[config.mk]
export PLATFORM = sky130hd
export DESIGN_NAME = panel_mode_ctrl
export DESIGN_NICKNAME = d
export VERILOG_FILES = /design/src/rtl/blink_timer.v /design/src/rtl/route_display.v /design/src/rtl/panel_mode_ctrl.v
export VERILOG_INCLUDE_DIRS = /design/src /design/src/rtl
export SDC_FILE = /design/constraint.sdc
export NUM_CORES = 1
export LEC_CHECK = 0
export ABC_AREA = 1
export BUFFER_PORTS_ARGS = -buffer_cell sky130_fd_sc_hd__buf_2
export CORE_MARGIN = 2
export CORE_UTILIZATION = 58
export CTS_BUF_LIST = sky130_fd_sc_hd__clkbuf_8 sky130_fd_sc_hd__clkbuf_16
export CTS_CLUSTER_DIAMETER = 200
export CTS_CLUSTER_SIZE = 40
export DETAILED_ROUTE_END_ITERATION = 10
export HOLD_SLACK_MARGIN = 0.02
export PLACE_DENSITY = 0.81
export SYNTH_ARGS = -nofsm -noshare
export SYNTH_HDL_FRONTEND = slang
export SYNTH_HIERARCHICAL = 1
export SYNTH_SLANG_ARGS = --single-unit
[constraint.sdc]
create_clock -name clock -period 3.1 [get_ports clock]
set_clock_uncertainty 0.15 [all_clocks]
set_input_delay 0.62 -clock clock [delete_from_list [all_inputs] [get_ports clock]]
set_output_delay 0.62 -clock clock [all_outputs]
set_load 0.1 [all_outputs]
[src/rtl/panel_defines.vh]
// constants shared by the front panel mode and route display logic
// assumes a 250 MHz clock; every time below is turned into cycles here
`ifndef PANEL_DEFINES_VH
`define PANEL_DEFINES_VH

`define CLK_MHZ          250
// slow blink half period of the local-mode lamp, in ms
`define SLOW_HALF_MS     250
// fast blink half period for a refused local request, in ms
`define FAST_HALF_MS     60
`define SLOW_HALF_CYC    (`SLOW_HALF_MS * 1000 * `CLK_MHZ)
`define FAST_HALF_CYC    (`FAST_HALF_MS * 1000 * `CLK_MHZ)
// number of rapid flashes on refusal
`define REFUSE_FLASHES   3
// mode and view codes; system and video are the reset values
`define MODE_SYSTEM      1'b0
`define MODE_LOCAL       1'b1
`define VIEW_VIDEO       1'b0
`define VIEW_AUDIO       1'b1
// register map of the route/control port
`define ADR_ROUTE_V      4'h0
`define ADR_ROUTE_A      4'h1
`define ADR_CTRL         4'h2
`define ADR_STATUS       4'h3
`define ADR_PEND_V       4'h4
`define ADR_PEND_A       4'h5
`define CTRL_LOCK_BIT    0
`define ROUTE_RESET      4'h0

`endif

[src/rtl/blink_timer.v]
// blink_timer: free square wave with a programmable half period
// assumes a single clock; restart realigns the phase to lit
`timescale 1ns/1ps

module blink_timer #(
    parameter HALF_CYC = 1000
) (
    // clock and reset
    input  wire        clock,
    input  wire        rstn,
    // control
    input  wire        restart,
    // output
    output reg         wave_r,
    output reg         toggle_r
);

    reg  [31:0] count_r;

    // ===================================================
    // half period counter; toggle_r pulses on each edge of the wave except one made by restart
    always @(posedge clock or negedge rstn) begin
        if (!rstn) begin
            count_r  <= 32'h0;
            wave_r   <= 1'b0;
            toggle_r <= 1'b0;
        end else if (restart) begin
            count_r  <= 32'h0;
            wave_r   <= 1'b1;
            toggle_r <= 1'b0;
        end else if (count_r == HALF_CYC - 1) begin
            count_r  <= 32'h0;
            wave_r   <= ~wave_r;
            toggle_r <= 1'b1;
        end else begin
            count_r  <= count_r + 32'h1;
            toggle_r <= 1'b0;
        end
    end

endmodule // blink_timer

[src/rtl/route_display.v]
// route_display: turns a route table and a pressed button into lamps
// assumes one 2-bit input index per output, NOUT outputs, NIN inputs
`timescale 1ns/1ps

module route_display #(
    parameter NIN  = 4,
    parameter NOUT = 2
) (
    // route of the viewed portion, output k at bits 2k+1:2k
    input  wire [2*NOUT-1:0] route,
    // pressed buttons, one-hot or zero
    input  wire [NIN-1:0]    in_sel,
    input  wire [NOUT-1:0]   out_sel,
    // lamps
    output wire [NIN-1:0]    in_lamp,
    output wire [NOUT-1:0]   out_lamp
);

    reg  [1:0] src;
    integer    k;

    // input feeding the chosen output; lowest pressed output wins
    always @* begin
        src = 2'h0;
        for (k = NOUT - 1; k >= 0; k = k - 1) begin
            if (out_sel[k]) begin
                src = route[2*k +: 2];
            end
        end
    end

    genvar g;
    generate
        for (g = 0; g < NOUT; g = g + 1) begin : g_out
            // lit when fed by the pressed input or shares the source
            assign out_lamp[g] = in_sel[route[2*g +: 2]]
                | ((|out_sel) && route[2*g +: 2] == src);
        end
        for (g = 0; g < NIN; g = g + 1) begin : g_in
            assign in_lamp[g] = (|out_sel) && src == g;
        end
    endgenerate

endmodule // route_display

[src/rtl/panel_mode_ctrl.v]
// panel_mode_ctrl: front panel mode and route display of a 4x2 switcher
// assumes buttons are clean one-cycle press pulses synchronous to clock
//
// Notes on behaviour
// - always exactly system mode or local mode
// - system mode: only remote changes routes
// - local mode: panel buttons change routes
// - system button selects system mode
// - local button selects local unless locked
// - system lamp steady in system mode only
// - local lamp blinks during local mode
// - lock refuses local request, stays system
// - refused request: three fast flashes, off
// - in system mode, input press lights outputs it feeds
// - in system mode, output press lights source and siblings
// - split lamp when audio differs from video
// - audio or video view lamp shows portion
// - view buttons choose displayed portion
// - split button ignored in system mode
// - local edits pend until commit press
// - lock in local forces system, remote routes
`timescale 1ns/1ps
`include "panel_defines.vh"

module panel_mode_ctrl #(
    parameter NIN           = 4,
    parameter NOUT          = 2,
    parameter SLOW_HALF_CYC = `SLOW_HALF_CYC,
    parameter FAST_HALF_CYC = `FAST_HALF_CYC
) (
    // clock and reset
    input  wire              clock,
    input  wire              rstn,
    // register port
    input  wire [3:0]        addr,
    input  wire [31:0]       wdata,
    input  wire              wr,
    input  wire              rd,
    output reg  [31:0]       rdata_r,
    // front panel buttons, one-cycle pulses
    input  wire              remote_control_mode_button,
    input  wire              local_mode_button,
    input  wire [NIN-1:0]    input_button,
    input  wire [NOUT-1:0]   output_button,
    input  wire              audio_view_button,
    input  wire              video_view_button,
    input  wire              split_button,
    input  wire              commit_button,
    // front panel lamps
    output wire              system_lamp,
    output wire              local_lamp,
    output wire [NIN-1:0]    input_lamp,
    output wire [NOUT-1:0]   output_lamp,
    output wire              split_lamp,
    output wire              audio_view_lamp,
    output wire              video_view_lamp,
    output wire              commit_lamp,
    // active routes towards the crosspoint
    output reg  [2*NOUT-1:0] route_video_r,
    output reg  [2*NOUT-1:0] route_audio_r
);

    // ===================================================
    // state
    localparam ST_SYSTEM = 2'h0;
    localparam ST_LOCAL  = 2'h1;
    localparam ST_REFUSE = 2'h2;
    // ST_REFUSE still counts as system mode; it only adds flashes

    reg  [1:0]        state_r;
    reg  [1:0]        state_nxt;
    reg               lock_r;
    reg               view_r;
    reg               split_en_r;
    reg  [NIN-1:0]    held_in_r;
    reg  [NOUT-1:0]   held_out_r;
    reg  [2*NOUT-1:0] pend_v_r;
    reg  [2*NOUT-1:0] pend_a_r;
    reg  [1:0]        edit_src_r;
    reg               edit_on_r;
    reg  [2:0]        flash_cnt_r;

    wire        is_local  = (state_r == ST_LOCAL);
    wire        is_system = ~is_local;
    wire        lock_wr   = wr && addr == `ADR_CTRL;
    wire        lock_nxt  = lock_wr ? wdata[`CTRL_LOCK_BIT] : lock_r;
    wire        lock_rise = lock_nxt && !lock_r;
    wire        slow_wave;
    wire        fast_wave;
    wire        fast_tog;
    // edits wait while the pending tables differ from the active ones
    wire        pending   = (pend_v_r != route_video_r)
                          | (pend_a_r != route_audio_r);

    // ===================================================
    // blink sources; the slow wave runs free, so the first local
    // phase may be short, while the fast wave restarts per refusal
    // so that all three flashes come out whole
    blink_timer #(.HALF_CYC(SLOW_HALF_CYC)) u_slow (
        .clock    (clock),
        .rstn     (rstn),
        .restart  (1'b0),
        .wave_r   (slow_wave),
        .toggle_r ()
    );

    blink_timer #(.HALF_CYC(FAST_HALF_CYC)) u_fast (
        .clock    (clock),
        .rstn     (rstn),
        .restart  (state_r != ST_REFUSE && state_nxt == ST_REFUSE),
        .wave_r   (fast_wave),
        .toggle_r (fast_tog)
    );

    // ===================================================
    // mode machine; stays put unless a valid press, the lock or the end of the flashes acts
    // the lock is judged on its next value, so a lock written in the
    // same cycle as a local press already refuses that press
    wire        local_ok   = local_mode_button && !lock_nxt;
    wire        local_deny = local_mode_button && lock_nxt;
    wire        flash_done = fast_tog && !fast_wave
                           && flash_cnt_r == `REFUSE_FLASHES - 1;

    always @* begin
        state_nxt = state_r;
        case (state_r)
            ST_SYSTEM: begin
                if (local_ok) begin
                    state_nxt = ST_LOCAL;
                end else if (local_deny) begin
                    state_nxt = ST_REFUSE;
                end
            end
            ST_LOCAL: begin
                if (lock_rise) begin
                    state_nxt = ST_SYSTEM;
                end else if (remote_control_mode_button) begin
                    state_nxt = ST_SYSTEM;
                end
            end
            ST_REFUSE: begin
                // refused request keeps system mode while flashing
                if (flash_done) begin
                    state_nxt = ST_SYSTEM;
                end else if (local_ok) begin
                    state_nxt = ST_LOCAL;
                end
            end
            default: begin
                state_nxt = ST_SYSTEM;
            end
        endcase
    end

    always @(posedge clock or negedge rstn) begin
        if (!rstn) begin
            state_r     <= ST_SYSTEM;
            flash_cnt_r <= 3'h0;
        end else begin
            state_r <= state_nxt;
            // count falling edges of the fast wave = completed flashes
            if (state_r != ST_REFUSE) begin
                flash_cnt_r <= 3'h0;
            end else if (fast_tog && !fast_wave) begin
                flash_cnt_r <= flash_cnt_r + 3'h1;
            end
        end
    end

    // ===================================================
    // lock flag, written by the remote controller only
    always @(posedge clock or negedge rstn) begin
        if (!rstn) begin
            lock_r <= 1'b0;
        end else begin
            lock_r <= lock_nxt;
        end
    end

    // view selection; audio wins if both keys come together, which a
    // real panel cannot do but keeps the flag defined
    always @(posedge clock or negedge rstn) begin
        if (!rstn) begin
            view_r <= `VIEW_VIDEO;
        end else if (audio_view_button) begin
            view_r <= `VIEW_AUDIO;
        end else if (video_view_button) begin
            view_r <= `VIEW_VIDEO;
        end
    end

    // split key only acts in local mode; leaving local keeps the
    // setting so the next local session starts where it stopped
    always @(posedge clock or negedge rstn) begin
        if (!rstn) begin
            split_en_r <= 1'b0;
        end else if (split_button && is_local) begin
            split_en_r <= ~split_en_r;
        end
    end

    // ===================================================
    // held buttons for the system-mode route view; a new press replaces
    // them, and local mode clears them so stale lamps never linger
    always @(posedge clock or negedge rstn) begin
        if (!rstn) begin
            held_in_r  <= {NIN{1'b0}};
            held_out_r <= {NOUT{1'b0}};
        end else if (is_local) begin
            held_in_r  <= {NIN{1'b0}};
            held_out_r <= {NOUT{1'b0}};
        end else if (|input_button) begin
            held_in_r  <= input_button;
            held_out_r <= {NOUT{1'b0}};
        end else if (|output_button) begin
            held_in_r  <= {NIN{1'b0}};
            held_out_r <= output_button;
        end
    end

    // ===================================================
    // active routes: remote writes in system mode, panel commit in
    // local mode; a remote write during local mode is dropped, not
    // queued, so the remote side must rewrite after taking control
    always @(posedge clock or negedge rstn) begin
        if (!rstn) begin
            route_video_r <= {NOUT{2'h0}};
            route_audio_r <= {NOUT{2'h0}};
        end else if (!is_local) begin
            if (wr && addr == `ADR_ROUTE_V) begin
                route_video_r <= wdata[2*NOUT-1:0];
            end
            if (wr && addr == `ADR_ROUTE_A) begin
                route_audio_r <= wdata[2*NOUT-1:0];
            end
        end else if (commit_button) begin
            route_video_r <= pend_v_r;
            route_audio_r <= pend_a_r;
        end
    end

    // source picked by the last input press in local mode
    integer k;
    always @(posedge clock or negedge rstn) begin
        if (!rstn) begin
            edit_src_r <= 2'h0;
            edit_on_r  <= 1'b0;
        end else if (!is_local) begin
            edit_on_r  <= 1'b0;
        end else begin
            for (k = 0; k < NIN; k = k + 1) begin
                if (input_button[k]) begin
                    edit_src_r <= k[1:0];
                    edit_on_r  <= 1'b1;
                end
            end
        end
    end

    // pending tables track the active routes outside local mode, so
    // local editing starts from what is really switched, unless a remote
    // route write lands in the same cycle as the local press
    integer j;
    always @(posedge clock or negedge rstn) begin
        if (!rstn) begin
            pend_v_r <= {NOUT{2'h0}};
            pend_a_r <= {NOUT{2'h0}};
        end else if (!is_local) begin
            pend_v_r <= route_video_r;
            pend_a_r <= route_audio_r;
        end else begin
            // panel edits go to the pending table first
            for (j = 0; j < NOUT; j = j + 1) begin
                if (output_button[j] && edit_on_r) begin
                    if (!split_en_r || view_r == `VIEW_VIDEO) begin
                        pend_v_r[2*j +: 2] <= edit_src_r;
                    end
                    if (!split_en_r || view_r == `VIEW_AUDIO) begin
                        pend_a_r[2*j +: 2] <= edit_src_r;
                    end
                end
            end
        end
    end

    // ===================================================
    // route view lamps; in local mode the view takes the pending table, but the held buttons stay clear so the lamps stay dark
    wire [2*NOUT-1:0] view_route =
        is_local ? (view_r ? pend_a_r : pend_v_r)
                 : (view_r ? route_audio_r : route_video_r);
    wire [NIN-1:0]    disp_in;
    wire [NOUT-1:0]   disp_out;

    route_display #(.NIN(NIN), .NOUT(NOUT)) u_disp (
        .route    (view_route),
        .in_sel   (held_in_r),
        .out_sel  (held_out_r),
        .in_lamp  (disp_in),
        .out_lamp (disp_out)
    );

    assign input_lamp      = disp_in;
    assign output_lamp     = disp_out;
    // a refused request is still system mode, so the lamp stays lit
    // through the flashes
    assign system_lamp     = is_system;
    assign local_lamp      = is_local ? slow_wave
                           : (state_r == ST_REFUSE && fast_wave);
    assign split_lamp      = route_audio_r != route_video_r;
    assign audio_view_lamp = view_r == `VIEW_AUDIO;
    assign video_view_lamp = view_r == `VIEW_VIDEO;
    // commit lamp flashes fast while edits wait
    assign commit_lamp     = is_local && pending && fast_wave;

    // ===================================================
    // register read mux; unmapped offsets and idle cycles give zero
    reg  [31:0] rdata_nxt;
    always @* begin
        rdata_nxt = 32'h0;
        if (rd) begin
            case (addr)
                `ADR_ROUTE_V: rdata_nxt = {{(32-2*NOUT){1'b0}}, route_video_r};
                `ADR_ROUTE_A: rdata_nxt = {{(32-2*NOUT){1'b0}}, route_audio_r};
                `ADR_CTRL:    rdata_nxt = {31'h0, lock_r};
                `ADR_STATUS:  rdata_nxt = {28'h0, view_r, split_en_r,
                                           pending, is_local};
                `ADR_PEND_V:  rdata_nxt = {{(32-2*NOUT){1'b0}}, pend_v_r};
                `ADR_PEND_A:  rdata_nxt = {{(32-2*NOUT){1'b0}}, pend_a_r};
                default:      rdata_nxt = 32'h0;
            endcase
        end
    end

    // read data stand only in the cycle after the strobe
    always @(posedge clock or negedge rstn) begin
        if (!rstn) begin
            rdata_r <= 32'h0;
        end else begin
            rdata_r <= rdata_nxt;
        end
    end

endmodule // panel_mode_ctrl

---- Word-level counts from Yosys, hierarchy flattened ----
Index checks and enable logic that the tools add are counted.
word-level totals
  register bits after elaboration ......... 132
  RAM bits ................................ 0
  memory bits (read-only) ................. 0
  word-level logic and storage cells ...... 167
  input bits .............................. 52
  latch bits .............................. 0
  memories ................................ 0
operators by class
  shift operators ......................... 0
  muxes and demuxes ....................... 60
  bitwise operators ....................... 8
  divide/modulo/power cells ............... 0
  reductions and logical operators ........ 47
  $mul .................................... 0
  $add $sub $neg .......................... 3
  order comparisons ....................... 2
  equality and inequality tests ........... 26
operators with widths
  kind                                                        number
  2-to-1 mux 32 bit                                           3
  adder 32 x 1 -> 32 bit, second input constant               2
  2-to-1 mux 4 bit                                            15
  2-to-1 mux 2 bit                                            21
  equality test 32 x 24 -> 1 bit, second input constant       1
  equality test 32 x 26 -> 1 bit, second input constant       1
  one-hot mux 4 bit (6 select lines)                          1
  logical AND 1 bit                                           21
  2-to-1 mux 1 bit                                            15
  AND reduction 2 bit                                         7
  inequality test 4 bit                                       3
  nonzero test 2 bit                                          5
  equality test 2 bit, second input constant                  4
  equality test 4 x 2 -> 1 bit, second input constant         2
  equality test 4 x 3 -> 1 bit, second input constant         2
  inequality test 2 x 1 -> 1 bit, second input constant       4
  less-than comparator 2 x 3 -> 1 bit, second input constant  2
  2-to-1 mux 3 bit                                            2
  one-hot mux 2 bit (3 select lines)                          1
  inequality test 5 bit, second input constant                1
  inverter 1 bit                                              5
  binary-select mux 1 bit (select 2 bit)                      2
  equality test 2 x 1 -> 1 bit, second input constant         2
  equality test 2 bit                                         2
  other kinds (13)                                            22

---- Depth between registers and ports, before layout ----
  depth after elaboration ................. 11
  depth in mapped cells ................... 13
  gate-level depth less buffers ........... 12

---- By module ----
The synthesis kept the hierarchy.
modules (own cells, without submodules)
  module                seq. area each (µm²)  instances  cells each  area each (µm²)
  panel_mode_ctrl       925.9                 1          332         2408.6
  blink_timer (u_fast)  850.8                 1          322         2148.3
  blink_timer (u_slow)  850.8                 1          301         2035.7
  route_display         0.0                   1          55          254.0

---- Worst setup path after synthesis ----
Ideal clock, no wire load.
  path kind ............................... register to output
  start ................................... register view_r (netlist: audio_view_lamp)
  end ..................................... output input_lamp[1]
  data arrival time ....................... 3755 ps
  path slack .............................. -1425 ps
  stages on the path, launching flop included .. 11
  data required time ...................... 2330 ps
  cell sequence ........................... dfrtp_1 buf_2 inv_1 buf_2 a21oi_1 o21ai_0 o21ai_0 nand3_2 nand2_2 inv_1 nor2_1
between the ends
  cells in the longest elaborated chain, start to end .. 6
  elaborated cells on any way between the ends .. 7
  those cells by class .................... 1 x eq/ne; 5 x mux; 1 x reduce/logical
ends and longest elaborated chain
  what                                        line                                          text
  from (decl)                                 panel_mode_ctrl.v:73                          reg view_r;
  from (signal assigned)                      panel_mode_ctrl.v:184                         view_r <= `VIEW_VIDEO;
  from (signal assigned)                      panel_mode_ctrl.v:186                         view_r <= `VIEW_AUDIO;
  from (signal assigned)                      panel_mode_ctrl.v:188                         view_r <= `VIEW_VIDEO;
  2-to-1 mux 4 bit, on equally long branches  panel_mode_ctrl.v:290, panel_mode_ctrl.v:289
  2-to-1 mux 4 bit *                          panel_mode_ctrl.v:289                         is_local ? (view_r ? pend_a_r : pend_v_r)
  net view_route[2]                           panel_mode_ctrl.v:288                         wire [2*NOUT-1:0] view_route =
  2-to-1 mux 2 bit * (2 in series)            route_display.v:26                            if (out_sel[k]) begin
  equality test 2 x 1 -> 1 bit *              route_display.v:40                            assign in_lamp[g] = (|out_sel) && src == g;
  logical AND 1 bit *                         route_display.v:40
  to (decl)                                   panel_mode_ctrl.v:52                          output wire [NIN-1:0] input_lamp,
Mark *: on every way through the listed nets, which the timed path passes. The rest lies on a longest branch.

---- Worst setup path in the final report ----
  start ................................... register state_r[0]
  end ..................................... output input_lamp[3]
between the ends
  elaborated cells on any way between the ends .. 6
  those cells by class .................... 2 x eq/ne; 3 x mux; 1 x reduce/logical
RTL lines
  what                          line                   text
  from (decl)                   panel_mode_ctrl.v:70   reg [1:0] state_r;
  from (signal assigned)        panel_mode_ctrl.v:160  state_r <= state_nxt;
  equality test 2 x 1 -> 1 bit  panel_mode_ctrl.v:83   wire is_local = (state_r == ST_LOCAL);
  2-to-1 mux 4 bit              panel_mode_ctrl.v:289
  net view_route[0]             panel_mode_ctrl.v:288
  2-to-1 mux 2 bit              route_display.v:26
  equality test 2 bit           route_display.v:40
  logical AND 1 bit             route_display.v:40
The timed path passes the listed nets, and every way through them passes these cells.

==> results.py <==
metrics = {
    "detailed_routing": {
        "wl_per_cell_um": 13.1,
        "drt_iter0_markers": 702,
        "vias_per_cell": 5.22,
        "drt-pass1-iter-count": 7,
        "wirelength_um": 15800,
        "drc_errors": 0,
        "vias": 6309,
        "ant_nets": 0,
    },
    "power": {
        "intPower_w": 0.00304,
        "p_seq_share_pct": 32.7,
        "power_switching_w": 0.00299,
        "p_per_area_mw_per_mm2": 797,
        "combPwrFrac_pct": 48.1,
        "swShare_pct": 49.6,
        "ir_drop_mv": 1.53,
        "p_leak_nw": 3.49,
        "clockPowerShare_pct": 19.2,
    },
    "cells_and_area": {
        "fill_cells": 1027,
        "final_nets": 1117,
        "final_common_cell": "nand2_1",
        "syn2layout_area_growth_pct": 10.8,
        "drive_gt1_share_pct": 14.4,
        "insertedDiodeCount": 0,
        "multi_input_area_mm2": 0.00360,
        "final_cells": 1209,
        "layout_common_cells": "281 x nand2_1, 185 x nor2_1, 121 x inv_1, 95 x dfrtp_1, 63 x nand3_1",
        "seq_area_mm2": 0.00262,
    },
    "setup_path": {
        "end_kind": "primary output",
        "r2r_cells": 9,
        "path_max_fanout": 25,
        "endpoint": "input_lamp[3]",
        "worstSetupPathType": "reg -> out",
        "worstPathArrival_ns": 2.22,
        "critPathLaunch": "state_r[0]",
        "r2r-end": "u_slow/wave_r",
        "reg2reg_slack_ns": 1.18,
        "cp-start-kind": "flop",
        "reg2reg_from": "u_slow/count_r[0]",
        "cp.required_ns": 2.33,
    },
    "synthesis": {
        "syn_inst": 1008,
        "synth_area_per_cell_um2": 6.76,
        "synth_warnings": 6,
        "syn_area_mm2": 0.00682,
    },
    "clocking": {
        "cts_tree": "done",
        "clk_path_buf_depth": 2,
        "path_clk_slew_ns": 0.07,
        "hold_buffers": 0,
        "clkLatencyLatePin_ns": 0.36,
        "h-tree-depth": 3,
        "cts_buffers": 9,
        "cts.sinks": 104,
        "root_buffer": "clkbuf_16",
        "cts_resized": 0,
        "post_cts_buffers": 0,
    },
    "job": {
        "cap_violations": 0,
    },
    "floorplan": {
        "dieHeight_um": 112,
        "start_util_pct": 59.5,
        "io_pins": 104,
        "die_width_um": 112,
        "die_area_mm2": 0.0126,
        "rows": 39,
        "fp.coreArea_mm2": 0.0115,
    },
    "global_routing": {
        "grt_pass1_wl_um": 26900,
        "grt-ovfl-total": 0,
        "first_global_vias": 6019,
        "grt_max_degree": 52,
        "antenna_found_initial": 0,
        "grt_usage_pct": 26.2,
    },
    "placed_design": {
        "dpl.hpwl_um": 11700,
        "numPortBuffers": 47,
        "place_inst": 1193,
        "place_congestion": 0.955,
    },
    "sta": {
        "final.setup.tns_ns": 0,
        "hold_viol": 0,
        "setup_violations": 0,
        "drv_slew": 0,
        "fin_crit_sh_pct": 96.5,
        "holdWs_ns": 0.146,
        "max_freq_mhz": 334,
        "period_minus_slack_ns": 2.99,
        "maxSlewHeadroom_pct": 56.6,
        "tightest_slew_ns": 0.651,
    },
    "status": {
        "status": "finished, final reports clean",
    },
    "hold_path": {
        "worst_hold_path_type": "in -> async",
    },
}
## per-layer routing
metal  vias to the layer above  part of all wire [%]  GRT usage, %
met4                         0                   1.9          10.4
li1                       3161                     -             -
met5                         -                     0             0
met1                      2911                    44          34.1
met3                        31                   5.4          4.97
met2                       206                    48          43.7
## registers in the layout, indices dropped and copies added, names as in the netlist
| name | flops |
|---|---|
| held_out_r | 2 |
| split_en_r | 1 |
| pend_a_r | 4 |
| state_r | 2 |
| held_in_r | 4 |
| u_fast/wave_r | 1 |
| flash_cnt_r | 3 |
| u_fast/count_r | 32 |
| route_video_r | 4 |
| u_fast/toggle_r | 1 |
| audio_view_lamp | 1 |
| edit_src_r | 2 |
| rdata_r | 4 |
| route_audio_r | 4 |
| edit_on_r | 1 |
| u_slow/count_r | 32 |
| pend_v_r | 4 |
| lock_r | 1 |
| u_slow/wave_r | 1 |
## how the worst min path moves through the flow
stage | from | end | slack [ns] | depth (start not counted)
2_1_floorplan | rstn | edit_on_r | 0.17 | 0
3_3_place_gp | edit_src_r[0] | edit_src_r[0] | 0.32 | 2
3_5_place_dp | edit_src_r[1] | edit_src_r[1] | 0.33 | 2
4_1_cts | rstn | u_slow/count_r[27] | 0.16 | 1
5_1_grt | rstn | u_slow/count_r[6] | 0.20 | 1
6_report | rstn | u_slow/count_r[7] | 0.15 | 1
## power groups by stage
stage | combinational, W | clock [W] | sequential, W
5_1_grt | 0.00315 | 0.00124 | 0.00201
4_1_cts | 0.00287 | 0.00117 | 0.00196
3_5_place_dp | 0.00285 | 0 | 0.00199
2_1_floorplan | 0.00192 | 0 | 0.00231
6_report | 0.00290 | 0.00116 | 0.00197
3_3_place_gp | 0.00281 | 0 | 0.00198
## worst max-delay path: stages, from the launching register on
cell and delay [ns]:
dfrtp_1 0.39, inv_2 0.09, nor2_4 0.04, buf_4 0.22, o21ai_2 0.36, nand2_1 0.19
nand2_4 0.14, inv_1 0.11, nor2_4 0.14, buf_12 0.18
## stage by stage
stage                     instance area (µm²)  setup slack (ns)  utilization (%)  power [W]
after detailed placement                 7240             0.428             63.2    0.00483
after global routing                     7560          -0.00362             65.9    0.00639
final                                    7560             0.109             65.9    0.00603
after global placement                   7240             0.468             63.2    0.00479
after CTS                                7540           0.00550             65.8    0.00601
after floorplan                          7020           -0.0212                -    0.00423
## layout make-up
class,instances,area share [%]
Multi-Input combinational cell,761,47.6
Sequential cell,104,34.6
Clock buffer,9,2.98
Tap cell,143,2.37
Timing Repair Buffer,55,4.97
Inverter,130,6.49
Clock inverter,7,0.960
No activity file was read; power rests on OpenSTA's default activity.
